`config.mk`:
```
export PLATFORM = sky130hd
export DESIGN_NAME = asm_alarm_top
export DESIGN_NICKNAME = d
export VERILOG_FILES = /design/src/include/asm_pkg.sv /design/src/include/asm_flag_if.sv /design/src/asm_flag_bank.sv /design/src/asm_alarm_top.sv
export SDC_FILE = /design/constraint.sdc
export NUM_CORES = 1
export LEC_CHECK = 0
export ABC_AREA = 1
export BUFFER_PORTS_ARGS = -buffer_cell sky130_fd_sc_hd__buf_2
export CAP_MARGIN = 0
export CORE_MARGIN = 2
export CORE_UTILIZATION = 37
export DETAILED_ROUTE_END_ITERATION = 7
export PLACE_DENSITY = 0.71
export RECOVER_POWER = 100
export REMOVE_ABC_BUFFERS = 1
export SYNTH_ARGS = -nofsm -noshare
export SYNTH_HDL_FRONTEND = slang
export SYNTH_SLANG_ARGS = --single-unit
```
`constraint.sdc`:
```
create_clock -name clk -period 1.2 [get_ports clk]
set_input_delay 0.06 -clock clk [delete_from_list [all_inputs] [get_ports clk]]
set_output_delay 0.06 -clock clk [all_outputs]
set_load 0.01 [all_outputs]
```
`src/include/asm_pkg.sv`:
```
// Constants and register layout of the alarm status and mask block.
// Operation
// - After reset the alarm flags read 0x1F, reserved bits cleared.
// - Bit 4 sets whenever the PLL reports it is not locked.
// - Bit 3 sets while the link is enabled but not in data encoding.
// - Bit 2 sets when a SYSREF event realigns the internal clocks.
// - Bit 1 sets on link disable, oscillator sync, or accumulator mismatch.
// - Bit 0 sets whenever the channel A and B divider states differ.
// - Writing one clears that flag; flags written with zero stay unchanged.
// - After reset the alarm mask reads 0x1F, every alarm masked.
// - Mask bit shares its flag's position; a set mask hides that flag.
// - Summary bit 0 reads one while any unmasked flag is set.
// - When selected, the summary alarm drives the calibration status pin.
package asm_pkg;
  localparam int NFLAGS = 5;
  localparam int ADDR_W = 12;
  localparam int ACC_W = 32;
  localparam int DIV_W = 8;

  // Register indices; byte address is four times the index
  localparam logic [9:0] IDX_SUMMARY = 10'h2C0;
  localparam logic [9:0] IDX_FLAGS = 10'h2C1;
  localparam logic [9:0] IDX_MASK = 10'h2C2;
  localparam logic [9:0] IDX_PIN_SEL = 10'h2C3;

  // Field positions
  localparam int BIT_DIV = 0;
  localparam int BIT_OSC = 1;
  localparam int BIT_REALIGN = 2;
  localparam int BIT_LINK = 3;
  localparam int BIT_PLL = 4;
  localparam int BIT_SUMMARY = 0;
  localparam int BIT_PIN_SEL = 0;
  localparam int RSV_LSB = 5;
  localparam int RSV_MSB = 7;

  // Reset values
  localparam logic [NFLAGS-1:0] FLAGS_RST = 5'h1F;
  localparam logic [2:0] RSV_RST = 3'h0;
  localparam logic [7:0] MASK_RST = 8'h1F;
  localparam logic PIN_SEL_RST = 1'b0;

  // AXI responses
  localparam logic [1:0] RESP_OKAY = 2'h0;
  localparam logic [1:0] RESP_SLVERR = 2'h2;
endpackage

```
`src/include/asm_flag_if.sv`:
```
// Set, clear and state vectors between the register logic and the flag bank.
`timescale 1ns/1ps
interface asm_flag_if;
  import asm_pkg::*;
  logic [NFLAGS-1:0] set;
  logic [NFLAGS-1:0] clr;
  logic [NFLAGS-1:0] q;
  modport bank (input set, input clr, output q);
  modport ctrl (output set, output clr, input q);
endinterface

```
`src/asm_flag_bank.sv`:
```
// Bank of sticky alarm flags, one flip-flop per alarm.
`timescale 1ns/1ps
module asm_flag_bank
  import asm_pkg::*;
(
  input wire logic clk,
  input wire logic rst_n,
  asm_flag_if.bank fl
);
  genvar i;
  // One sticky bit per alarm; a live condition beats a clear
  generate
    for (i = 0; i < NFLAGS; i++) begin : g_flag
      always_ff @(posedge clk or negedge rst_n) begin
        if (!rst_n) begin
          fl.q[i] <= FLAGS_RST[i];
        end else begin
          fl.q[i] <= fl.set[i] | (fl.q[i] & ~fl.clr[i]);
        end
      end
    end
  endgenerate
endmodule

```
`src/asm_alarm_top.sv`:
```
// Alarm flag, mask and summary block with an AXI4-Lite register slave.
`timescale 1ns/1ps
module asm_alarm_top
  import asm_pkg::*;
(
  input wire logic clk,
  input wire logic rst_n,
  input wire logic [ADDR_W-1:0] s_axi_awaddr,
  input wire logic [2:0] s_axi_awprot,
  input wire logic s_axi_awvalid,
  output logic s_axi_awready,
  input wire logic [31:0] s_axi_wdata,
  input wire logic [3:0] s_axi_wstrb,
  input wire logic s_axi_wvalid,
  output logic s_axi_wready,
  output logic [1:0] s_axi_bresp,
  output logic s_axi_bvalid,
  input wire logic s_axi_bready,
  input wire logic [ADDR_W-1:0] s_axi_araddr,
  input wire logic [2:0] s_axi_arprot,
  input wire logic s_axi_arvalid,
  output logic s_axi_arready,
  output logic [31:0] s_axi_rdata,
  output logic [1:0] s_axi_rresp,
  output logic s_axi_rvalid,
  input wire logic s_axi_rready,
  input wire logic pll_locked,
  input wire logic link_enable,
  input wire logic data_encoding_state,
  input wire logic realign_event,
  input wire logic osc_sync_event,
  input wire logic [ACC_W-1:0] osc_acc_a,
  input wire logic [ACC_W-1:0] osc_acc_b,
  input wire logic [DIV_W-1:0] div_state_a,
  input wire logic [DIV_W-1:0] div_state_b,
  input wire logic cal_status_in,
  output logic calibration_status_pin,
  output logic alarm_irq
);
  asm_flag_if fl ();

  logic aw_held_reg;
  logic [ADDR_W-1:0] aw_addr_reg;
  logic w_held_reg;
  logic [31:0] w_data_reg;
  logic [3:0] w_strb_reg;
  logic bvalid_reg;
  logic [1:0] bresp_reg;
  logic rvalid_reg;
  logic [31:0] rdata_reg;
  logic [1:0] rresp_reg;
  logic [2:0] flags_rsv_reg;
  logic [7:0] mask_reg;
  logic pin_sel_reg;
  logic irq_reg;
  logic pin_reg;

  // Handshake readies; one write and one read in flight at most
  wire aw_take = s_axi_awvalid && s_axi_awready;
  wire w_take = s_axi_wvalid && s_axi_wready;
  wire ar_take = s_axi_arvalid && s_axi_arready;
  wire do_write = aw_held_reg && w_held_reg && !bvalid_reg;
  assign s_axi_awready = !aw_held_reg && !bvalid_reg;
  assign s_axi_wready = !w_held_reg && !bvalid_reg;
  assign s_axi_arready = !rvalid_reg;
  assign s_axi_bvalid = bvalid_reg;
  assign s_axi_bresp = bresp_reg;
  assign s_axi_rvalid = rvalid_reg;
  assign s_axi_rdata = rdata_reg;
  assign s_axi_rresp = rresp_reg;

  // Write decode on the held address; misaligned bytes count as unmapped
  wire [9:0] wr_idx = aw_addr_reg[ADDR_W-1:2];
  wire wr_aligned = aw_addr_reg[1:0] == 2'h0;
  wire wr_hit_sum = wr_aligned && (wr_idx == IDX_SUMMARY);
  wire wr_hit_flags = wr_aligned && (wr_idx == IDX_FLAGS);
  wire wr_hit_mask = wr_aligned && (wr_idx == IDX_MASK);
  wire wr_hit_sel = wr_aligned && (wr_idx == IDX_PIN_SEL);
  wire wr_hit = wr_hit_sum || wr_hit_flags || wr_hit_mask || wr_hit_sel;
  wire lane0 = w_strb_reg[0];
  wire wr_flags_en = do_write && wr_hit_flags && lane0;
  wire wr_mask_en = do_write && wr_hit_mask && lane0;
  wire wr_sel_en = do_write && wr_hit_sel && lane0;

  // Alarm conditions are levels; a held condition keeps its flag set
  wire acc_mismatch = osc_acc_a != osc_acc_b;
  wire div_mismatch = div_state_a != div_state_b;
  wire set_pll = !pll_locked;
  wire set_link = link_enable && !data_encoding_state;
  wire set_realign = realign_event;
  wire set_osc = !link_enable || osc_sync_event || acc_mismatch;
  wire set_div = div_mismatch;
  assign fl.set = {set_pll, set_link, set_realign, set_osc, set_div};
  // Only ones written to the flag register clear anything
  assign fl.clr = wr_flags_en ? w_data_reg[NFLAGS-1:0] : '0;

  // Summary: flags whose mask bit is zero, ORed together
  wire [NFLAGS-1:0] unmasked = fl.q & ~mask_reg[NFLAGS-1:0];
  wire summary = |unmasked;
  wire pin_next = pin_sel_reg ? summary : cal_status_in;

  // Read decode straight off the request address
  wire [9:0] rd_idx = s_axi_araddr[ADDR_W-1:2];
  wire rd_aligned = s_axi_araddr[1:0] == 2'h0;
  wire rd_hit_sum = rd_aligned && (rd_idx == IDX_SUMMARY);
  wire rd_hit_flags = rd_aligned && (rd_idx == IDX_FLAGS);
  wire rd_hit_mask = rd_aligned && (rd_idx == IDX_MASK);
  wire rd_hit_sel = rd_aligned && (rd_idx == IDX_PIN_SEL);
  wire rd_hit = rd_hit_sum || rd_hit_flags || rd_hit_mask || rd_hit_sel;
  wire [7:0] rd_byte =
    rd_hit_sum ? {7'h00, summary} :
    rd_hit_flags ? {flags_rsv_reg, fl.q} :
    rd_hit_mask ? mask_reg :
    rd_hit_sel ? {7'h00, pin_sel_reg} : 8'h00;

  asm_flag_bank u_bank (
    .clk(clk),
    .rst_n(rst_n),
    .fl(fl)
  );

  // Write address holding register
  always_ff @(posedge clk or negedge rst_n) begin
    if (!rst_n) begin
      aw_held_reg <= 1'b0;
      aw_addr_reg <= '0;
    end else if (aw_take) begin
      aw_held_reg <= 1'b1;
      aw_addr_reg <= s_axi_awaddr;
    end else if (do_write) begin
      aw_held_reg <= 1'b0;
    end
  end

  // Write data holding register; may arrive before or after the address
  always_ff @(posedge clk or negedge rst_n) begin
    if (!rst_n) begin
      w_held_reg <= 1'b0;
      w_data_reg <= '0;
      w_strb_reg <= '0;
    end else if (w_take) begin
      w_held_reg <= 1'b1;
      w_data_reg <= s_axi_wdata;
      w_strb_reg <= s_axi_wstrb;
    end else if (do_write) begin
      w_held_reg <= 1'b0;
    end
  end

  // Write response; unmapped addresses answer SLVERR
  always_ff @(posedge clk or negedge rst_n) begin
    if (!rst_n) begin
      bvalid_reg <= 1'b0;
      bresp_reg <= RESP_OKAY;
    end else if (do_write) begin
      bvalid_reg <= 1'b1;
      bresp_reg <= wr_hit ? RESP_OKAY : RESP_SLVERR;
    end else if (s_axi_bready) begin
      bvalid_reg <= 1'b0;
    end
  end

  // Read channel; data captured at the address handshake
  always_ff @(posedge clk or negedge rst_n) begin
    if (!rst_n) begin
      rvalid_reg <= 1'b0;
      rdata_reg <= '0;
      rresp_reg <= RESP_OKAY;
    end else if (ar_take) begin
      rvalid_reg <= 1'b1;
      rdata_reg <= {24'h000000, rd_byte};
      rresp_reg <= rd_hit ? RESP_OKAY : RESP_SLVERR;
    end else if (s_axi_rready) begin
      rvalid_reg <= 1'b0;
    end
  end

  // Reserved flag bits are plain storage, not write-one-to-clear
  always_ff @(posedge clk or negedge rst_n) begin
    if (!rst_n) begin
      flags_rsv_reg <= RSV_RST;
    end else if (wr_flags_en) begin
      flags_rsv_reg <= w_data_reg[RSV_MSB:RSV_LSB];
    end
  end

  // Mask register, all alarms masked out of reset
  always_ff @(posedge clk or negedge rst_n) begin
    if (!rst_n) begin
      mask_reg <= MASK_RST;
    end else if (wr_mask_en) begin
      mask_reg <= w_data_reg[7:0];
    end
  end

  // Pin route select
  always_ff @(posedge clk or negedge rst_n) begin
    if (!rst_n) begin
      pin_sel_reg <= PIN_SEL_RST;
    end else if (wr_sel_en) begin
      pin_sel_reg <= w_data_reg[BIT_PIN_SEL];
    end
  end

  // Outputs registered so the pin never glitches on decode
  always_ff @(posedge clk or negedge rst_n) begin
    if (!rst_n) begin
      irq_reg <= 1'b0;
      pin_reg <= 1'b0;
    end else begin
      irq_reg <= summary;
      pin_reg <= pin_next;
    end
  end
  assign alarm_irq = irq_reg;
  assign calibration_status_pin = pin_reg;

  // Checks on reset values, flag setting, clearing and the summary path
  flags_reset_a: assert property (
    @(posedge clk) disable iff (!rst_n)
    $rose(rst_n) |-> (fl.q == FLAGS_RST) && (flags_rsv_reg == RSV_RST))
    else $error("flags not at reset value after reset");

  mask_reset_a: assert property (
    @(posedge clk) disable iff (!rst_n)
    $rose(rst_n) |-> (mask_reg == MASK_RST) && !alarm_irq)
    else $error("mask not at reset value after reset");

  pll_flag_a: assert property (
    @(posedge clk) disable iff (!rst_n)
    !pll_locked |=> fl.q[BIT_PLL])
    else $error("pll unlock flag not set");

  link_flag_a: assert property (
    @(posedge clk) disable iff (!rst_n)
    link_enable && !data_encoding_state |=> fl.q[BIT_LINK])
    else $error("link down flag not set");

  realign_flag_a: assert property (
    @(posedge clk) disable iff (!rst_n)
    realign_event |=> fl.q[BIT_REALIGN])
    else $error("realignment flag not set");

  osc_flag_a: assert property (
    @(posedge clk) disable iff (!rst_n)
    (!link_enable || osc_sync_event || (osc_acc_a != osc_acc_b))
    |=> fl.q[BIT_OSC])
    else $error("oscillator phase flag not set");

  div_flag_a: assert property (
    @(posedge clk) disable iff (!rst_n)
    (div_state_a != div_state_b) |=> fl.q[BIT_DIV])
    else $error("divider mismatch flag not set");

  clear_only_a: assert property (
    @(posedge clk) disable iff (!rst_n)
    wr_flags_en |=>
    (fl.q == ($past(fl.set) | ($past(fl.q) & ~$past(w_data_reg[4:0])))))
    else $error("flag clear touched wrong bits");

  set_wins_a: assert property (
    @(posedge clk) disable iff (!rst_n)
    (fl.set & fl.clr) != '0 |=> (fl.q & $past(fl.set)) == $past(fl.set))
    else $error("clear beat a live alarm");

  flag_sticky_a: assert property (
    @(posedge clk) disable iff (!rst_n)
    !wr_flags_en |=> (fl.q & $past(fl.q)) == $past(fl.q))
    else $error("flag dropped without a clear");

  summary_irq_a: assert property (
    @(posedge clk) disable iff (!rst_n)
    ##1 alarm_irq == $past(|(fl.q & ~mask_reg[4:0])))
    else $error("interrupt does not follow unmasked flags");

  pin_route_a: assert property (
    @(posedge clk) disable iff (!rst_n)
    pin_sel_reg && summary |=> calibration_status_pin)
    else $error("summary not routed to status pin");

  reserved_store_a: assert property (
    @(posedge clk) disable iff (!rst_n)
    wr_mask_en |=> mask_reg[7:5] == $past(w_data_reg[7:5]) ##1
    mask_reg[7:5] == $past(w_data_reg[7:5], 2))
    else $error("reserved mask bits not stored");

  // Bus answers: read data one cycle after the address, response after write
  read_answer_a: assert property (
    @(posedge clk) disable iff (!rst_n)
    ar_take |=> s_axi_rvalid && !s_axi_arready)
    else $error("read not answered one cycle after address");

  write_answer_a: assert property (
    @(posedge clk) disable iff (!rst_n)
    do_write |=> s_axi_bvalid && !s_axi_awready && !s_axi_wready)
    else $error("write response missing after write");

  unmapped_write_a: assert property (
    @(posedge clk) disable iff (!rst_n)
    do_write && !wr_hit |=> s_axi_bresp == RESP_SLVERR)
    else $error("unmapped write not answered with error");

  flags_rsv_a: assert property (
    @(posedge clk) disable iff (!rst_n)
    wr_flags_en |=> flags_rsv_reg == $past(w_data_reg[RSV_MSB:RSV_LSB]))
    else $error("reserved flag bits not stored");

  // Sampled reset term keeps the release edge from judging a reset pin
  pin_pass_a: assert property (
    @(posedge clk) disable iff (!rst_n)
    rst_n && !pin_sel_reg |=> calibration_status_pin == $past(cal_status_in))
    else $error("status pin does not follow its input");

  masked_quiet_a: assert property (
    @(posedge clk) disable iff (!rst_n)
    (&mask_reg[NFLAGS-1:0]) |=> !alarm_irq)
    else $error("interrupt raised with all alarms masked");
endmodule

```
==> results.toml, run 1 <==
[final_layout]
drive_gt1_frac = 0.364
final_util = 0.551
area.growth.synth_to_final_pct = 45.2
antenna_cells = 0
final_nets = 801
largest_reg_flops = 12

[run_status]
violations = "negative setup slack"
status = "finished, violations left"

[sta]
period_share = 1.15
rsz0062_at_grt = "yes"
setup_viol = 37
slew_headroom = 0.516
slew_violations = 0
clock_skew_ps = 13.2
finalHoldViolCount = 0
worst_slack_ps = -185
worst_pin_slew_ps = 726
fmax_mhz = 722
post-route-min-period_ps = 1390
tns_ps = -3500

[cts]
clock_latency_ps = 320
clock_sinks = 54
clockBufferDepth = 2
cts_made_buffers = 5
cts_tree = "yes"
clk_pin_slew_worst_paths_ps = 110
clockRootBuffer = "clkbuf_8"
cts_max_level = 2

[detailed_routing]
ant_nets = 0
viasPerCell = 4.44
wl_per_cell_um = 11.8
drc = 0
dr.pass1.iters = 4
drtIter0Drc = 86
routed_wl_um = 8830
vias = 3335

[setup_path]
worstPathRequired_ps = 1440
crit_path_start = "aw_addr_reg[8]"
worstPathArrival_ps = 1630
cp_max_fo = 2
criticalPathCategory = "reg -> reg"
rr_startpoint = "aw_addr_reg[8]"
cp-end-kind = "flip-flop"
start_kind = "flip-flop"
reg2reg_depth = 8

[grt]
grt_pass1_wl_um = 14100
grtUsageTotal = 0.179
grt_max_degree = 55
overflow = 0
grt_pass1_vias = 3331
antenna_found_initial = 0

[floorplanning]
die_y_um = 98.1
std_cell_rows = 34
core_mm2 = 0.00864
fp.dieW_um = 98.1
start_util = 0.380
die-area_mm2 = 0.00963
ios = 202

[yosys]
syn_inst = 439
synth.avg_cell_area_um2 = 7.47
synth_cell_type_count = 28
syn-cell-area_mm2 = 0.00328
ys_seq_area_frac = 0.416
synth-seq-cells = 54
yosysWarnings = 0

[power]
ir_drop_uv = 612
power.leakage_nw = 2.70
p_per_area_mw_per_mm2 = 1320

[place]
port_buffers = 142
gp_congestion = 0.904
hpwl_um = 6590

[worst_hold_path]
min_path_type = "in -> reg"
min-delay-start = "s_axi_wdata[0]"
min_path_cells = 3

[run]
max_cap_violations = 0
==> critical path: stages, from the launching register on <==
cell,delay [ps]
dfrtp_1,380
nand2_2,90
nor3_4,200
inv_2,60
nor2_4,160
buf_4,140
nand4_1,90
nand2_1,110
o21ai_0,90
==> cell usage after synthesis <==
library cell | instances | area (um^2)
nand2_1 | 107 | 402
inv_1 | 79 | 297
nor2_1 | 56 | 210
dfrtp_1 | 44 | 1100
buf_4 | 26 | 195
o21ai_0 | 24 | 120
xnor2_1 | 15 | 131
mux2_2 | 14 | 158
nand3_1 | 12 | 60.1
a21oi_1 | 11 | 55.1
dfstp_2 | 10 | 263
o21ai_1 | 8 | 40.0
nand4_1 | 5 | 31.3
nor3_1 | 5 | 25.0
buf_6 | 3 | 33.8
nand3_2 | 3 | 30.0
nor3_2 | 3 | 30.0
a31oi_1 | 2 | 12.5
nor2_4 | 2 | 22.5
o22ai_1 | 2 | 12.5
clkbuf_1 | 1 | 3.75
conb_1 | 1 | 3.75
inv_2 | 1 | 3.75
nand2_2 | 1 | 6.26
nor4_1 | 1 | 6.26
o21ai_2 | 1 | 8.76
o21bai_1 | 1 | 7.51
xor2_1 | 1 | 8.76
==> placed cells by master, fill, tap and decap left out, types with 2 or more instances in the layout <==
master         synthesis  final
o21ai_0               24     18
o21ai_1                8      8
conb_1                 1     26
a31oi_1                2      2
nor2_2                 0      4
nand3_2                3      2
buf_6                  3      8
nand3_4                0      2
nand4_1                5      5
clkbuf_1               1     15
mux2_2                14     14
buf_2                  0    126
nor3_1                 5      3
a21oi_1               11      7
o21ai_2                1      7
nand3_1               12     11
nor3_4                 0      3
nor2_4                 2      3
dfstp_2               10     10
dfrtp_1               44     43
nand2_2                1      7
buf_4                 26     23
inv_2                  1      4
nor3_2                 3      2
a21oi_2                0      4
inv_1                 79     76
o22ai_1                2      2
nand2_1              107    100
clkbuf_2               0      2
xnor2_1               15     15
nor2_1                56     51
clkbuf_8               0      5
dlygate4sd3_1          0     25
==> path summary, 6_finish.rpt <==
path / end / slack, ps
worst max register to register: u_bank.fl.q[3] / -190
max in group asynchronous: w_held_reg / 260
worst max-delay path: u_bank.fl.q[3] / -190
worst min-delay path: w_data_reg[0] / 2
worst min register to register: mask_reg[2] / 470
min in group asynchronous: calibration_status_pin / 430
==> stage by stage <==
stage          worst slack (ps)  power (W)  std cells  cell area, um^2  hold slack [ps]
3_5_place_dp               -169    0.00444        711             4210             78.4
4_1_cts                    -138    0.00599        747             4690             2.38
3_3_place_gp              -96.6    0.00435        711             4210             74.2
2_1_floorplan              -181    0.00351        434             3140             -236
5_1_grt                    -282    0.00665        751             4760             5.34
6_report                   -185    0.00628        751             4760             2.03
==> layer usage <==
layer | global-route usage | routed length, um
met1 | 0.199 | 3440
met2 | 0.337 | 4670
met3 | 0.0387 | 551
met4 | 0.0556 | 165
met5 | 0 | 0
==> power breakdown <==
| part | switching (W) | leakage (nW) | internal [W] |
|---|---|---|---|
| Sequential | 0.000357 | 0.642 | 0.00226 |
| Combinational | 0.00118 | 2.00 | 0.00123 |
| Clock | 0.000638 | 0.0585 | 0.000626 |
| Total | 0.00217 | 2.70 | 0.00411 |
==> final cells by class <==
type	instances	area, um^2
flip-flops and latches	54	1370
well taps	108	135
inverters	80	300
multi-input cells	300	1610
repair buffers	201	1240
fillers	802	3880
clock inverters	3	43.8
clock buffers	5	68.8
==> kinds of logic after synthesis <==
kind of cell | after synthesis | synth area share
AOI/OAI and AO/OA | 49 | 0.0782
xor gates and xnor gates | 16 | 0.0427
buffers and inverters | 110 | 0.163
DFF | 54 | 0.416
muxes | 14 | 0.0481
other | 1 | 0.00114
and+or+nand+nor | 195 | 0.251
==> repair_timing <==
item / 4_1_cts / 5_1_grt
gates cloned: 0 / 1
hold buffers: 25 / 0
setup buffers: 3 / 4
hold endpoints to repair: 77 / 0
endpoints found under the setup margin: 44 / 49
gates resized for setup: 29 / 30
pin swaps: 5 / 15
(Power assumes the default switching activity.)
==> run 2, diff against run 1 <==
BUFFER_PORTS_ARGS = not set   (was -buffer_cell sky130_fd_sc_hd__buf_2)
CORE_UTILIZATION = 40   (was 37)
DONT_BUFFER_PORTS = 1   (was not set)
PLACE_DENSITY = 0.54   (was 0.71)
==> results.toml, run 2 (synthesis results as in run 1) <==
[setup_path]
cp-end-kind = "flip-flop"
cp_top_family = "simple AND/OR/NAND/NOR gates"
crit_path_cell_trace = "nor3_2 -> inv_1 -> nor2_4 -> nand3_4 -> buf_6 -> a21oi_2"
crit_cells = 6
worstPathArrival_ps = 1590
critical_path_buf_inv_count = 2
start_kind = "flip-flop"
cp_max_fo = 7
worstPathRequired_ps = 1450
reg2reg_depth = 6
max_stage_delay_ps = 400
cp_slowest_cell = "dfrtp_1"
criticalPathCategory = "reg -> reg"

[power]
pwr-share-clk = 0.213
switching_share = 0.330
power.leakage_nw = 2.27
p_per_area_mw_per_mm2 = 1410
internal_power_w = 0.00407
p_switching_w = 0.00201
power.share.sequential = 0.428
p_total_w = 0.00608
ir_drop_uv = 1050
pwr-share-comb = 0.358

[worst_hold_path]
min_path_type = "in -> async"

[floorplanning]
start_util = 0.405
die-area_mm2 = 0.00894
core_mm2 = 0.00809
fp.dieW_um = 94.5
std_cell_rows = 33
die_y_um = 94.5
ios = 202

[detailed_routing]
drc = 0
wl_per_cell_um = 12.6
ant_nets = 0
vias = 2833
drtIter0Drc = 106
viasPerCell = 4.53
routed_wl_um = 7860
dr.pass1.iters = 4

[place]
place_area_mm2 = 0.00352
port_buffers = 0
hpwl_um = 5560
gp_congestion = 0.768

[cts]
clock_sinks = 54
cts_tree = "yes"
clockRootBuffer = "clkbuf_8"
clk_pin_slew_worst_paths_ps = 100
cts_hold_buf = 42
clockBufferDepth = 2
cts_made_buffers = 5
clock_latency_ps = 310
cts_max_level = 2

[final_layout]
num-fill-cells = 813
layout_commonest_cell = "nand2_1"
drive_gt1_frac = 0.211
final_cell_mix = "nand2_1, inv_1, nor2_1, dfrtp_1, dlygate4sd3_1"
fin_area_mm2 = 0.00430
final_nets = 679
area.growth.synth_to_final_pct = 31.2
largest_reg_flops = 12
antenna_cells = 0

[sta]
fmax_mhz = 743
finalHoldViolCount = 54
setup_viol = 35
post-route-min-period_ps = 1350
slew_violations = 0
rsz0062_at_grt = "yes"
worst_slack_ps = -145
holdWs_ps = -573
clock_skew_ps = 8.28
period_share = 1.12

[grt]
grtUsageTotal = 0.177
grt_max_degree = 55
grt_pass1_wl_um = 12600
antenna_found_initial = 0
overflow = 0
grt_pass1_vias = 2883

[run_status]
violations = "negative hold slack, negative setup slack"
status = "finished, violations left"

[run]
max_cap_violations = 0
run 2: cell count changes in the layout (fill, tap and decap cells not counted), moves of 3 or more:
cell           previous run  this run
dlygate4sd3_1            25        42
clkbuf_1                 15         4
nand2_2                   7         4
buf_2                   126         0
nor2_1                   51        43
nor2_2                    4        10
run 2: per-layer routing:
metal,global-route usage,wire length (um),vias up
li1,-,-,1456
met1,0.212,3210,1265
met2,0.322,4020,99
met3,0.0375,519,13
met4,0.0483,113,0
met5,0,0,-
run 2: final cells by class:
| type | instances | area (um^2) | share of cell area |
|---|---|---|---|
| timing repair buffer | 79 | 754 | 0.175 |
| sequential | 54 | 1370 | 0.317 |
| multi-input combinational | 300 | 1630 | 0.380 |
| tap | 105 | 131 | 0.0305 |
| clock inverter | 1 | 30.0 | 0.00698 |
| inverter | 80 | 300 | 0.0698 |
| clock buffer | 7 | 86.3 | 0.0201 |
run 2: worst paths after layout:
path / startpoint / slack (ps) / end
max: aw_addr_reg[7] / -150 / flags_rsv_reg[2]
min: rst_n / -570 / alarm_irq
max reg2reg: aw_addr_reg[7] / -150 / flags_rsv_reg[2]
min reg2reg: u_bank.fl.q[4] / 480 / u_bank.fl.q[4]
max in group asynchronous: rst_n / 1560 / u_bank.fl.q[1]
min in group clk: osc_acc_a[17] / 10 / u_bank.fl.q[1]
run 2: metrics by stage:
stage / util / std cells / setup slack (ps) / setup TNS, ps
floorplan: - / 434 / -181 / -4380
global placement: 0.435 / 569 / -101 / -1720
detailed placement: 0.435 / 569 / -157 / -2340
CTS: 0.516 / 624 / -117 / -2090
global route: 0.532 / 626 / -233 / -6600
finish: 0.532 / 626 / -145 / -3010
run 2: worst register-to-register path: cells and delay by family (launching register included):
family / cells / cell delay, ps
flip-flops: 1 / 400
AO/OA/AOI/OAI: 1 / 130
AND/OR/NAND/NOR: 3 / 490
buffers and inverters: 2 / 260
run 2: power by group through the flow:
stage               Combinational [W]  Sequential [W]  Clock, W
detailed placement            0.00163         0.00258         0
CTS                           0.00191         0.00258   0.00134
floorplan                     0.00100         0.00251         0
finish                        0.00218         0.00260   0.00130
global route                  0.00240         0.00266   0.00140
global placement              0.00159         0.00257         0
run 2: repair_timing:
action	in CTS	in global routing
endpoints found under the hold margin	83	54
buffers inserted	5	3
pin swaps	6	17
cloned	0	1
setup endpoints to repair	33	43
resized for setup	25	37
